**src/port_pin_function_mux_pkg.sv**
```systemverilog
// Constants, register map and carrier types for the pin function multiplexer
`default_nettype none
package port_pin_function_mux_pkg;

   // Line indices: 0-3 first port, 4-7 second port low, 8 timer in, 9 timer out, 10-12 third port
   localparam int NUM_LINES    = 13;
   localparam int NUM_PORTS    = 3;
   localparam int LN_TIMER_IN  = 8;
   localparam int LN_TIMER_OUT = 9;
   localparam int LN_SPI_DIN   = 10;
   localparam int LN_SPI_DOUT  = 11;
   localparam int LN_SPI_CLK   = 12;

   // Port and bit position of each line inside the port registers
   localparam int LINE_PORT [NUM_LINES] = '{0, 0, 0, 0, 1, 1, 1, 1, 1, 1, 2, 2, 2};
   localparam int LINE_BIT  [NUM_LINES] = '{0, 1, 2, 3, 0, 1, 2, 3, 6, 7, 2, 3, 4};

   // Lines that can feed the converter
   localparam logic [NUM_LINES-1:0] ANALOG_MASK = 13'h1C0F;

   // Register byte offsets
   localparam logic [5:0] OFS_DATA [NUM_PORTS] = '{6'h00, 6'h04, 6'h08};
   localparam logic [5:0] OFS_DIR  [NUM_PORTS] = '{6'h0C, 6'h10, 6'h14};
   localparam logic [5:0] OFS_OPT  [NUM_PORTS] = '{6'h18, 6'h1C, 6'h20};
   localparam logic [5:0] OFS_CTRL      = 6'h24;
   localparam logic [5:0] OFS_IRQ_STAT  = 6'h28;
   localparam logic [5:0] OFS_IRQ_MASK  = 6'h2C;

   // Control register fields
   localparam int CTRL_TIMER_OUT_BIT = 0;
   localparam int CTRL_SPI_EN_BIT    = 1;
   localparam int CTRL_W             = 2;

   // Interrupt status layout: bits 12..0 line events, bit 13 external NMI
   localparam int IRQ_NMI_BIT = 13;
   localparam int IRQ_W       = 14;

   // Reset values
   localparam logic [7:0]        PORT_REG_RESET = 8'h00;
   localparam logic [CTRL_W-1:0] CTRL_RESET     = 2'h0;
   localparam logic [IRQ_W-1:0]  IRQ_RESET      = 14'h0000;

   typedef struct packed {
      logic out;
      logic oeN;
      logic pullEn;
      logic anaSel;
   } line_drive_t;

   typedef struct packed {
      logic [7:0] data;
      logic [7:0] dir;
      logic [7:0] opt;
   } port_regs_t;

   // Input with pull-up, released pin
   localparam line_drive_t DRIVE_RESET = '{out: 1'b0, oeN: 1'b1, pullEn: 1'b1, anaSel: 1'b0};

   typedef enum logic [1:0] {
      BUS_IDLE = 2'b00,
      BUS_ACK  = 2'b01
   } bus_state_t;

endpackage : port_pin_function_mux_pkg
`default_nettype wire

```
**src/port_pin_function_mux.sv**
```systemverilog
// Pin function multiplexer: three ports, peripheral alternates, NMI, reset and test pins
`timescale 1ns/100ps
`default_nettype none

// Operation
// - First port has four lines: input, pulled input, interrupt input, OD/PP output, analog.
// - Second port low four lines: same modes as first port except analog.
// - Timer output drives the timer output line when its control bit is set.
// - Third port has three lines with all modes including analog.
// - Third port lines carry SPI data in, data out and clock as alternate.
// - Every falling edge on the asynchronous NMI pin raises a non-maskable interrupt.
// - A low reset pin restarts the whole chip.
// - Programming mode is entered only when test pin is high during reset.
module port_pin_function_mux (
   // Clock, reset, enable
   input  wire logic                                       mclk,
   input  wire logic                                       sys_rst,
   input  wire logic                                       clkEn,
   // Avalon-MM slave
   input  wire logic [5:0]                                 avsAddress,
   input  wire logic                                       avsRead,
   input  wire logic                                       avsWrite,
   input  wire logic [31:0]                                avsWritedata,
   input  wire logic [3:0]                                 avsByteenable,
   output logic      [31:0]                                avsReaddata,
   output logic                                            avsWaitrequest,
   // Port lines
   input  wire logic [port_pin_function_mux_pkg::NUM_LINES-1:0] pinIn,
   output port_pin_function_mux_pkg::line_drive_t [port_pin_function_mux_pkg::NUM_LINES-1:0] pinDrive,
   // Auto-reload timer
   input  wire logic                                       reloadTimerOutput,
   output logic                                            reloadTimerInput,
   // SPI
   input  wire logic                                       spiDataOut,
   input  wire logic                                       spiClkOut,
   input  wire logic                                       spiClkOeN,
   output logic                                            spiDataIn,
   output logic                                            spiClkIn,
   // Dedicated pins
   input  wire logic                                       nmiPinIn,
   input  wire logic                                       resetPinN,
   input  wire logic                                       testPinHigh,
   output logic                                            nmiPulse,
   output logic                                            chipReset,
   output logic                                            progMode,
   // Interrupt
   output logic                                            irq
);

   localparam int NL = port_pin_function_mux_pkg::NUM_LINES;
   localparam int NP = port_pin_function_mux_pkg::NUM_PORTS;
   localparam int IW = port_pin_function_mux_pkg::IRQ_W;

   port_pin_function_mux_pkg::port_regs_t    portRegs_reg [NP];
   logic [port_pin_function_mux_pkg::CTRL_W-1:0] ctrl_reg;
   logic [IW-1:0]                             irqStat_reg;
   logic [IW-1:0]                             irqMask_reg;
   port_pin_function_mux_pkg::bus_state_t     busState_reg;
   logic [NL-1:0]                             prevPin_reg;
   logic [NL-1:0]                             lineFall;
   logic [7:0]                                pinView [NP];
   logic [31:0]                               readdata_next;
   logic [IW-1:0]                             irqStat_next;
   logic                                      nmiSync1_reg;
   logic                                      nmiSync2_reg;
   logic                                      nmiSync3_reg;
   logic                                      nmiFall;
   logic                                      rstSync1_reg;
   logic                                      writeCommit;
   logic                                      timerOutEn;
   logic                                      spiEn;

   assign timerOutEn  = ctrl_reg[port_pin_function_mux_pkg::CTRL_TIMER_OUT_BIT];
   assign spiEn       = ctrl_reg[port_pin_function_mux_pkg::CTRL_SPI_EN_BIT];
   // Writes land at the edge where waitrequest is seen low
   assign writeCommit = (busState_reg == port_pin_function_mux_pkg::BUS_ACK) && avsWrite
                        && avsByteenable[0];

   // ---------------- Bus slave ----------------
   always_comb begin
      readdata_next = 32'h0000_0000;
      for (int p = 0; p < NP; p++) begin
         if (avsAddress == port_pin_function_mux_pkg::OFS_DATA[p]) begin
            readdata_next = {24'h00_0000, pinView[p]};
         end
         if (avsAddress == port_pin_function_mux_pkg::OFS_DIR[p]) begin
            readdata_next = {24'h00_0000, portRegs_reg[p].dir};
         end
         if (avsAddress == port_pin_function_mux_pkg::OFS_OPT[p]) begin
            readdata_next = {24'h00_0000, portRegs_reg[p].opt};
         end
      end
      if (avsAddress == port_pin_function_mux_pkg::OFS_CTRL) begin
         readdata_next = {30'h0000_0000, ctrl_reg};
      end
      if (avsAddress == port_pin_function_mux_pkg::OFS_IRQ_STAT) begin
         readdata_next = {18'h0_0000, irqStat_reg};
      end
      if (avsAddress == port_pin_function_mux_pkg::OFS_IRQ_MASK) begin
         readdata_next = {18'h0_0000, irqMask_reg};
      end
   end

   // One wait cycle on every access; unmapped reads return zero
   always_ff @(posedge mclk) begin
      if (sys_rst) begin
         busState_reg   <= port_pin_function_mux_pkg::BUS_IDLE;
         avsWaitrequest <= 1'b1;
         avsReaddata    <= 32'h0000_0000;
      end else if (clkEn) begin
         case (busState_reg)
            port_pin_function_mux_pkg::BUS_IDLE: begin
               if (avsRead || avsWrite) begin
                  busState_reg   <= port_pin_function_mux_pkg::BUS_ACK;
                  avsWaitrequest <= 1'b0;
                  avsReaddata    <= readdata_next;
               end
            end
            port_pin_function_mux_pkg::BUS_ACK: begin
               busState_reg   <= port_pin_function_mux_pkg::BUS_IDLE;
               avsWaitrequest <= 1'b1;
            end
            default: begin
               busState_reg   <= port_pin_function_mux_pkg::BUS_IDLE;
               avsWaitrequest <= 1'b1;
            end
         endcase
      end
   end

   // Port configuration registers; unimplemented bits are kept but have no pin
   always_ff @(posedge mclk) begin
      if (sys_rst) begin
         for (int p = 0; p < NP; p++) begin
            portRegs_reg[p] <= '{data: port_pin_function_mux_pkg::PORT_REG_RESET,
                                 dir:  port_pin_function_mux_pkg::PORT_REG_RESET,
                                 opt:  port_pin_function_mux_pkg::PORT_REG_RESET};
         end
      end else if (clkEn && writeCommit) begin
         for (int p = 0; p < NP; p++) begin
            if (avsAddress == port_pin_function_mux_pkg::OFS_DATA[p]) begin
               portRegs_reg[p].data <= avsWritedata[7:0];
            end
            if (avsAddress == port_pin_function_mux_pkg::OFS_DIR[p]) begin
               portRegs_reg[p].dir <= avsWritedata[7:0];
            end
            if (avsAddress == port_pin_function_mux_pkg::OFS_OPT[p]) begin
               portRegs_reg[p].opt <= avsWritedata[7:0];
            end
         end
      end
   end

   always_ff @(posedge mclk) begin
      if (sys_rst) begin
         ctrl_reg    <= port_pin_function_mux_pkg::CTRL_RESET;
         irqMask_reg <= port_pin_function_mux_pkg::IRQ_RESET;
      end else if (clkEn && writeCommit) begin
         if (avsAddress == port_pin_function_mux_pkg::OFS_CTRL) begin
            ctrl_reg <= avsWritedata[port_pin_function_mux_pkg::CTRL_W-1:0];
         end
         if (avsAddress == port_pin_function_mux_pkg::OFS_IRQ_MASK) begin
            irqMask_reg <= avsWritedata[IW-1:0];
         end
      end
   end

   // Input lines read the pin, output lines read back the latch
   always_comb begin
      for (int p = 0; p < NP; p++) begin
         pinView[p] = 8'h00;
      end
      for (int i = 0; i < NL; i++) begin
         pinView[port_pin_function_mux_pkg::LINE_PORT[i]][port_pin_function_mux_pkg::LINE_BIT[i]] =
            portRegs_reg[port_pin_function_mux_pkg::LINE_PORT[i]].dir[port_pin_function_mux_pkg::LINE_BIT[i]]
            ? portRegs_reg[port_pin_function_mux_pkg::LINE_PORT[i]].data[port_pin_function_mux_pkg::LINE_BIT[i]]
            : pinIn[i];
      end
   end

   // ---------------- Per-line mode decode ----------------
   // dir=0: data/opt 00 pulled input, 10 plain input, 01 interrupt input, 11 analog
   // dir=1: opt 0 open drain, opt 1 push-pull
   generate
      for (genvar i = 0; i < NL; i++) begin : g_line
         localparam int P = port_pin_function_mux_pkg::LINE_PORT[i];
         localparam int B = port_pin_function_mux_pkg::LINE_BIT[i];
         logic                                   dBit;
         logic                                   dirBit;
         logic                                   optBit;
         port_pin_function_mux_pkg::line_drive_t drive_next;

         assign dBit   = portRegs_reg[P].data[B];
         assign dirBit = portRegs_reg[P].dir[B];
         assign optBit = portRegs_reg[P].opt[B];
         assign lineFall[i] = !dirBit && optBit && !dBit && prevPin_reg[i] && !pinIn[i];

         always_comb begin
            drive_next.anaSel = !dirBit && optBit && dBit && port_pin_function_mux_pkg::ANALOG_MASK[i];
            drive_next.pullEn = !dirBit && !dBit;
            drive_next.out    = dBit;
            drive_next.oeN    = !(dirBit && (optBit || !dBit));
            if (dirBit) begin
               drive_next.out = optBit ? dBit : 1'b0;
            end
            if (i == port_pin_function_mux_pkg::LN_TIMER_OUT && timerOutEn) begin
               drive_next = '{out: reloadTimerOutput, oeN: 1'b0, pullEn: 1'b0, anaSel: 1'b0};
            end
            if (spiEn) begin
               if (i == port_pin_function_mux_pkg::LN_SPI_DIN) begin
                  drive_next.oeN    = 1'b1;
                  drive_next.anaSel = 1'b0;
               end
               if (i == port_pin_function_mux_pkg::LN_SPI_DOUT) begin
                  drive_next = '{out: spiDataOut, oeN: 1'b0, pullEn: 1'b0, anaSel: 1'b0};
               end
               if (i == port_pin_function_mux_pkg::LN_SPI_CLK) begin
                  drive_next = '{out: spiClkOut, oeN: spiClkOeN, pullEn: 1'b0, anaSel: 1'b0};
               end
            end
         end

         always_ff @(posedge mclk) begin
            if (sys_rst) begin
               pinDrive[i]    <= port_pin_function_mux_pkg::DRIVE_RESET;
               prevPin_reg[i] <= 1'b1;
            end else if (clkEn) begin
               pinDrive[i]    <= drive_next;
               prevPin_reg[i] <= pinIn[i];
            end
         end
      end
   endgenerate

   // Peripheral sampling paths, always live so the peripheral owns the enable
   always_ff @(posedge mclk) begin
      if (sys_rst) begin
         reloadTimerInput <= 1'b0;
         spiDataIn        <= 1'b0;
         spiClkIn         <= 1'b0;
      end else if (clkEn) begin
         reloadTimerInput <= pinIn[port_pin_function_mux_pkg::LN_TIMER_IN];
         spiDataIn        <= pinIn[port_pin_function_mux_pkg::LN_SPI_DIN];
         spiClkIn         <= pinIn[port_pin_function_mux_pkg::LN_SPI_CLK];
      end
   end

   // ---------------- NMI ----------------
   // Pin is asynchronous; two stages before any edge logic looks at it
   assign nmiFall = nmiSync3_reg && !nmiSync2_reg;

   always_ff @(posedge mclk) begin
      if (sys_rst) begin
         nmiSync1_reg <= 1'b1;
         nmiSync2_reg <= 1'b1;
         nmiSync3_reg <= 1'b1;
         nmiPulse     <= 1'b0;
      end else if (clkEn) begin
         nmiSync1_reg <= nmiPinIn;
         nmiSync2_reg <= nmiSync1_reg;
         nmiSync3_reg <= nmiSync2_reg;
         nmiPulse     <= nmiFall;
      end
   end

   // ---------------- Interrupt status ----------------
   // A new event wins over a simultaneous write-one-to-clear
   always_comb begin
      irqStat_next = irqStat_reg;
      if (writeCommit && avsAddress == port_pin_function_mux_pkg::OFS_IRQ_STAT) begin
         irqStat_next = irqStat_reg & ~avsWritedata[IW-1:0];
      end
      irqStat_next = irqStat_next | {nmiFall, lineFall};
   end

   always_ff @(posedge mclk) begin
      if (sys_rst) begin
         irqStat_reg <= port_pin_function_mux_pkg::IRQ_RESET;
         irq         <= 1'b0;
      end else if (clkEn) begin
         irqStat_reg <= irqStat_next;
         irq         <= |(irqStat_reg & irqMask_reg);
      end
   end

   // ---------------- Reset and test pins ----------------
   // Test level is taken in the last cycle of the reset phase, so a late rise still counts
   always_ff @(posedge mclk) begin
      if (sys_rst) begin
         rstSync1_reg <= 1'b1;
         chipReset    <= 1'b0;
         progMode     <= 1'b0;
      end else if (clkEn) begin
         rstSync1_reg <= resetPinN;
         chipReset    <= !rstSync1_reg;
         if (chipReset && rstSync1_reg) begin
            progMode <= testPinHigh;
         end
      end
   end

   // ---------------- Assertions ----------------
   a_first_analog: assert property (@(posedge mclk) disable iff (sys_rst)
      ($past(clkEn) && !$past(sys_rst) && $past(!portRegs_reg[0].dir[0] && portRegs_reg[0].opt[0]
       && portRegs_reg[0].data[0])) |-> (pinDrive[0].anaSel && pinDrive[0].oeN))
      else $error("first port line 0 not analog");

   a_second_no_analog: assert property (@(posedge mclk) disable iff (sys_rst)
      !(pinDrive[4].anaSel || pinDrive[5].anaSel || pinDrive[6].anaSel || pinDrive[7].anaSel
        || pinDrive[8].anaSel || pinDrive[9].anaSel))
      else $error("second port line in analog mode");

   a_timer_out_route: assert property (@(posedge mclk) disable iff (sys_rst)
      ($past(clkEn) && !$past(sys_rst) && $past(timerOutEn)) |->
      (!pinDrive[port_pin_function_mux_pkg::LN_TIMER_OUT].oeN
       && pinDrive[port_pin_function_mux_pkg::LN_TIMER_OUT].out == $past(reloadTimerOutput)))
      else $error("timer output not on its line");

   a_third_analog: assert property (@(posedge mclk) disable iff (sys_rst)
      ($past(clkEn) && !$past(sys_rst) && !$past(spiEn) && $past(!portRegs_reg[2].dir[2]
       && portRegs_reg[2].opt[2] && portRegs_reg[2].data[2])) |-> pinDrive[10].anaSel)
      else $error("third port line not analog");

   a_spi_dout_route: assert property (@(posedge mclk) disable iff (sys_rst)
      ($past(clkEn) && !$past(sys_rst) && $past(spiEn)) |->
      (!pinDrive[port_pin_function_mux_pkg::LN_SPI_DOUT].oeN
       && pinDrive[port_pin_function_mux_pkg::LN_SPI_DOUT].out == $past(spiDataOut)))
      else $error("SPI data out not on its line");

   a_nmi_edge: assert property (@(posedge mclk) disable iff (sys_rst)
      (clkEn && nmiSync3_reg && !nmiSync2_reg) |=>
      (nmiPulse && irqStat_reg[port_pin_function_mux_pkg::IRQ_NMI_BIT]))
      else $error("NMI edge lost");

   a_reset_pin: assert property (@(posedge mclk) disable iff (sys_rst)
      (clkEn && !resetPinN) [*3] |-> chipReset)
      else $error("reset pin did not reset chip");

   a_prog_entry: assert property (@(posedge mclk) disable iff (sys_rst)
      $changed(progMode) |-> ($past(chipReset) && !chipReset))
      else $error("programming mode changed outside reset release");

   a_spi_din_input: assert property (@(posedge mclk) disable iff (sys_rst)
      ($past(clkEn) && !$past(sys_rst) && $past(spiEn)) |->
      (pinDrive[port_pin_function_mux_pkg::LN_SPI_DIN].oeN && spiDataIn == $past(pinIn[10])))
      else $error("SPI data in line driven");

endmodule : port_pin_function_mux
`default_nettype wire

```
**config.mk**
```make
export PLATFORM = sky130hd
export DESIGN_NAME = port_pin_function_mux
export DESIGN_NICKNAME = d
export VERILOG_FILES = /design/src/port_pin_function_mux_pkg.sv /design/src/port_pin_function_mux.sv
export SDC_FILE = /design/constraint.sdc
export NUM_CORES = 1
export LEC_CHECK = 0
export BUFFER_PORTS_ARGS = -buffer_cell sky130_fd_sc_hd__clkbuf_2
export CELL_PAD_IN_SITES_DETAIL_PLACEMENT = 0
export CELL_PAD_IN_SITES_GLOBAL_PLACEMENT = 1
export CORE_UTILIZATION = 42
export CTS_BUF_LIST = sky130_fd_sc_hd__clkbuf_8
export DETAILED_ROUTE_END_ITERATION = 10
export PLACE_DENSITY = 0.87
export SYNTH_ARGS = -nofsm -noshare
export SYNTH_HDL_FRONTEND = slang
export SYNTH_SLANG_ARGS = --single-unit
```
**constraint.sdc**
```tcl
create_clock -name mclk -period 3.78 [get_ports mclk]
set_clock_uncertainty 0.05 [all_clocks]
set_input_delay 0.567 -clock mclk [delete_from_list [all_inputs] [get_ports mclk]]
set_output_delay 0.567 -clock mclk [all_outputs]
set_load 0.02 [all_outputs]
```
==> metrics <==
status=finished with violations; failing checks=design-rule violations; fin. max-slew vios=0; total gr overflow=0; P_leak=3.415 nW; number of vias in the routed layout=6604; most used cell, CP=buf_4; gr usage total=0.2343; Setup Buffers After CTS=0; Yosys top cell area share=0.2946; Hold Crit Class=in2reg; maximum root-to-sink buffer count=2; Ports=159; Syn Area/Cell=just under 10 µm²; top-count cell post-synth=dfxtp_1; number of core rows=49; Worst Path Arrival=2670 ps; Max-cap violations=0; Post-DRT Antenna Nets=0; Gate Count Post-Synth=805; Crit path max-delay family=buffers and inverters; commonest cells in the synthesized netlist=116 x dfxtp_1, 85 x nand2_1, 66 x a21oi_1; Root Driver=clkbuf_8; Final setup viols=0; Cell Pwr Density=423.4 nW/µm²; largest net degree at the start of global routing=67; drt initial violations=a little over 800; Peak Freq=392.4 MHz; Yosys cell types=63; max FFs per register=61; Seq cells post-synth=177; post-CTS sizing=0; CTS Sinks=177; drt drc=8; CP startpoint kind=input port; Mapped Area=7881 µm²; vias per inst=approximately 5.8; slew margin rel.=0.3922; Die Ht=roughly 140 µm; CTS Buf Count=17; worst-path fanout max=56; final hold vios=0; Synth Warn #=0; Worst-Skew Late Latency=around 470 ps; Starting Density=0.4343; slowest stage cell, crit path=clkinv_1; ANT cells=0; asr flop ratio synth=0; register area share after synthesis=0.5271; Port Buffer Count=113; Setup TNS Final=0 ps; WS Path Type=in2reg; dominant cells by area after synthesis=dfxtp_1 29%, edfxtp_1 23%, a21oi_1 4.2%, nand2_1 4.0%, mux2i_1 3.9%; Worst Path Required=3910 ps; initial antenna violation count=0; H-Tree Depth=4; Worst-Margin Slew=909.9 ps; final cell count without fillers=between 1000 and 1500; Max IR drop VDD=0.2154 mV; placed insts=about 1100; worst hold slack=281.6 ps; DIE WIDTH=139.0 µm; layout cell share with drive strength beyond 1=0.2026; full die area=just under 20000 µm²; WP buf/inv=3; unrepaired setup endpoints after global routing=false; EDFF count, synth=61; routed len/inst=19.52 µm; most common flop cell mapped by yosys=dfxtp_1; Hold Buf Count CTS=0; Worst setup EP type=flop; total iterations of the first detailed-routing run=11; TritonCTS clock tree=done; hpwl dp=16.16 mm; Clk pin slew, worst setup/hold paths=90 ps; RePlAce Congestion=approximately 0.9; core area=18150 µm²; Final Cycle Share=0.6742; min cycle time layout=2548 ps; Synth area leader=dfxtp_1; cells along the critical path=buf_4 > clkinv_1 > o31ai_1 > buf_4; first-pass GRT wire length=34.76 mm; Nets=972; total routed wirelength=22.39 mm; CP peak stage delay=slightly above 800 ps; area delta synth->final=13.70%; vias in the first global route=6059
[per-stage QoR]
stage               total power [mW]    util  setup slack (ps)  cell area, µm²
floorplan                      2.402       -              1030            7968
global placement               2.535  0.4724             866.3            8572
detailed placement             2.540  0.4724             862.8            8572
CTS                            3.808  0.4938              1350            8961
global route                   3.928  0.4938              1194            8961
finish                         3.794  0.4938              1232            8961
[final timing paths]
kind	startpoint	to	slack, ps	cells after the start
worst max-delay path	sys_rst	portRegs_reg[1][14]	1230	4
worst max register to register	busState_reg[0]	portRegs_reg[1][2]	1530	4
worst min register to register	pinDrive[7]	pinDrive[7]	410	2
worst min-delay path	nmiPinIn	nmiSync1_reg	280	3
[logic make-up (layout without fill, tap and decap cells)]
| kind of cell | after synthesis | count (layout) | share of synthesized area |
|---|---|---|---|
| other cells | 1 | 24 | 0.0004758 |
| simple gates | 256 | 256 | 0.1624 |
| mux | 36 | 36 | 0.04652 |
| xor+xnor | 1 | 1 | 0.001111 |
| compound gates | 234 | 234 | 0.1992 |
| flops | 177 | 177 | 0.5271 |
| buf+inv | 100 | 190 | 0.06318 |
[power breakdown]
part | switching [mW] | internal, mW | total (mW)
Sequential | 0.0561 | 2.04 | 2.09
Clock | 0.693 | 0.600 | 1.29
Combinational | 0.274 | 0.136 | 0.410
[area by class of cell]
| type | instances | area (µm²) |
|---|---|---|
| inverter | 24 | 90.09 |
| timing repair buffer | 134 | 725.7 |
| clock buffer | 18 | 247.7 |
| fill | 1695 | 9186 |
| sequential | 177 | 4154 |
| clock inverter | 14 | 141.4 |
| tap | 229 | 286.5 |
| multi-input combinational | 551 | 3316 |
[worst register-to-register path, delay by kind of cell, from the launching register on]
kind,cells,cell delay [ps]
buffers and inverters,1,250
flip-flops,1,400
AO/OA/AOI/OAI,1,820
AND/OR/NAND/NOR,2,530
[cell usage in the layout, fill, tap and decap left out, types with 11 or more instances in the layout]
cell type and count:
dfxtp_1 116, clkbuf_2 112, nand2_1 85, a21oi_1 66, edfxtp_1 61, nor2_1 52, o21ai_0 43, mux2i_1 31
and2_1 29, inv_1 24, conb_1 24, nor3_1 22, buf_4 22, o211ai_1 18, clkbuf_8 18, a221oi_1 16
nand3_1 14, a211o_1 13, nand2b_1 12, a211oi_1 11
[per-layer routing]
| metal | routed length, µm | GRT usage |
|---|---|---|
| met4 | 479 | 0.08363 |
| met5 | 0 | 0 |
| met1 | 10090 | 0.3286 |
| met3 | 1856 | 0.05698 |
| met2 | 9967 | 0.3506 |
(Power assumes the default switching activity.)
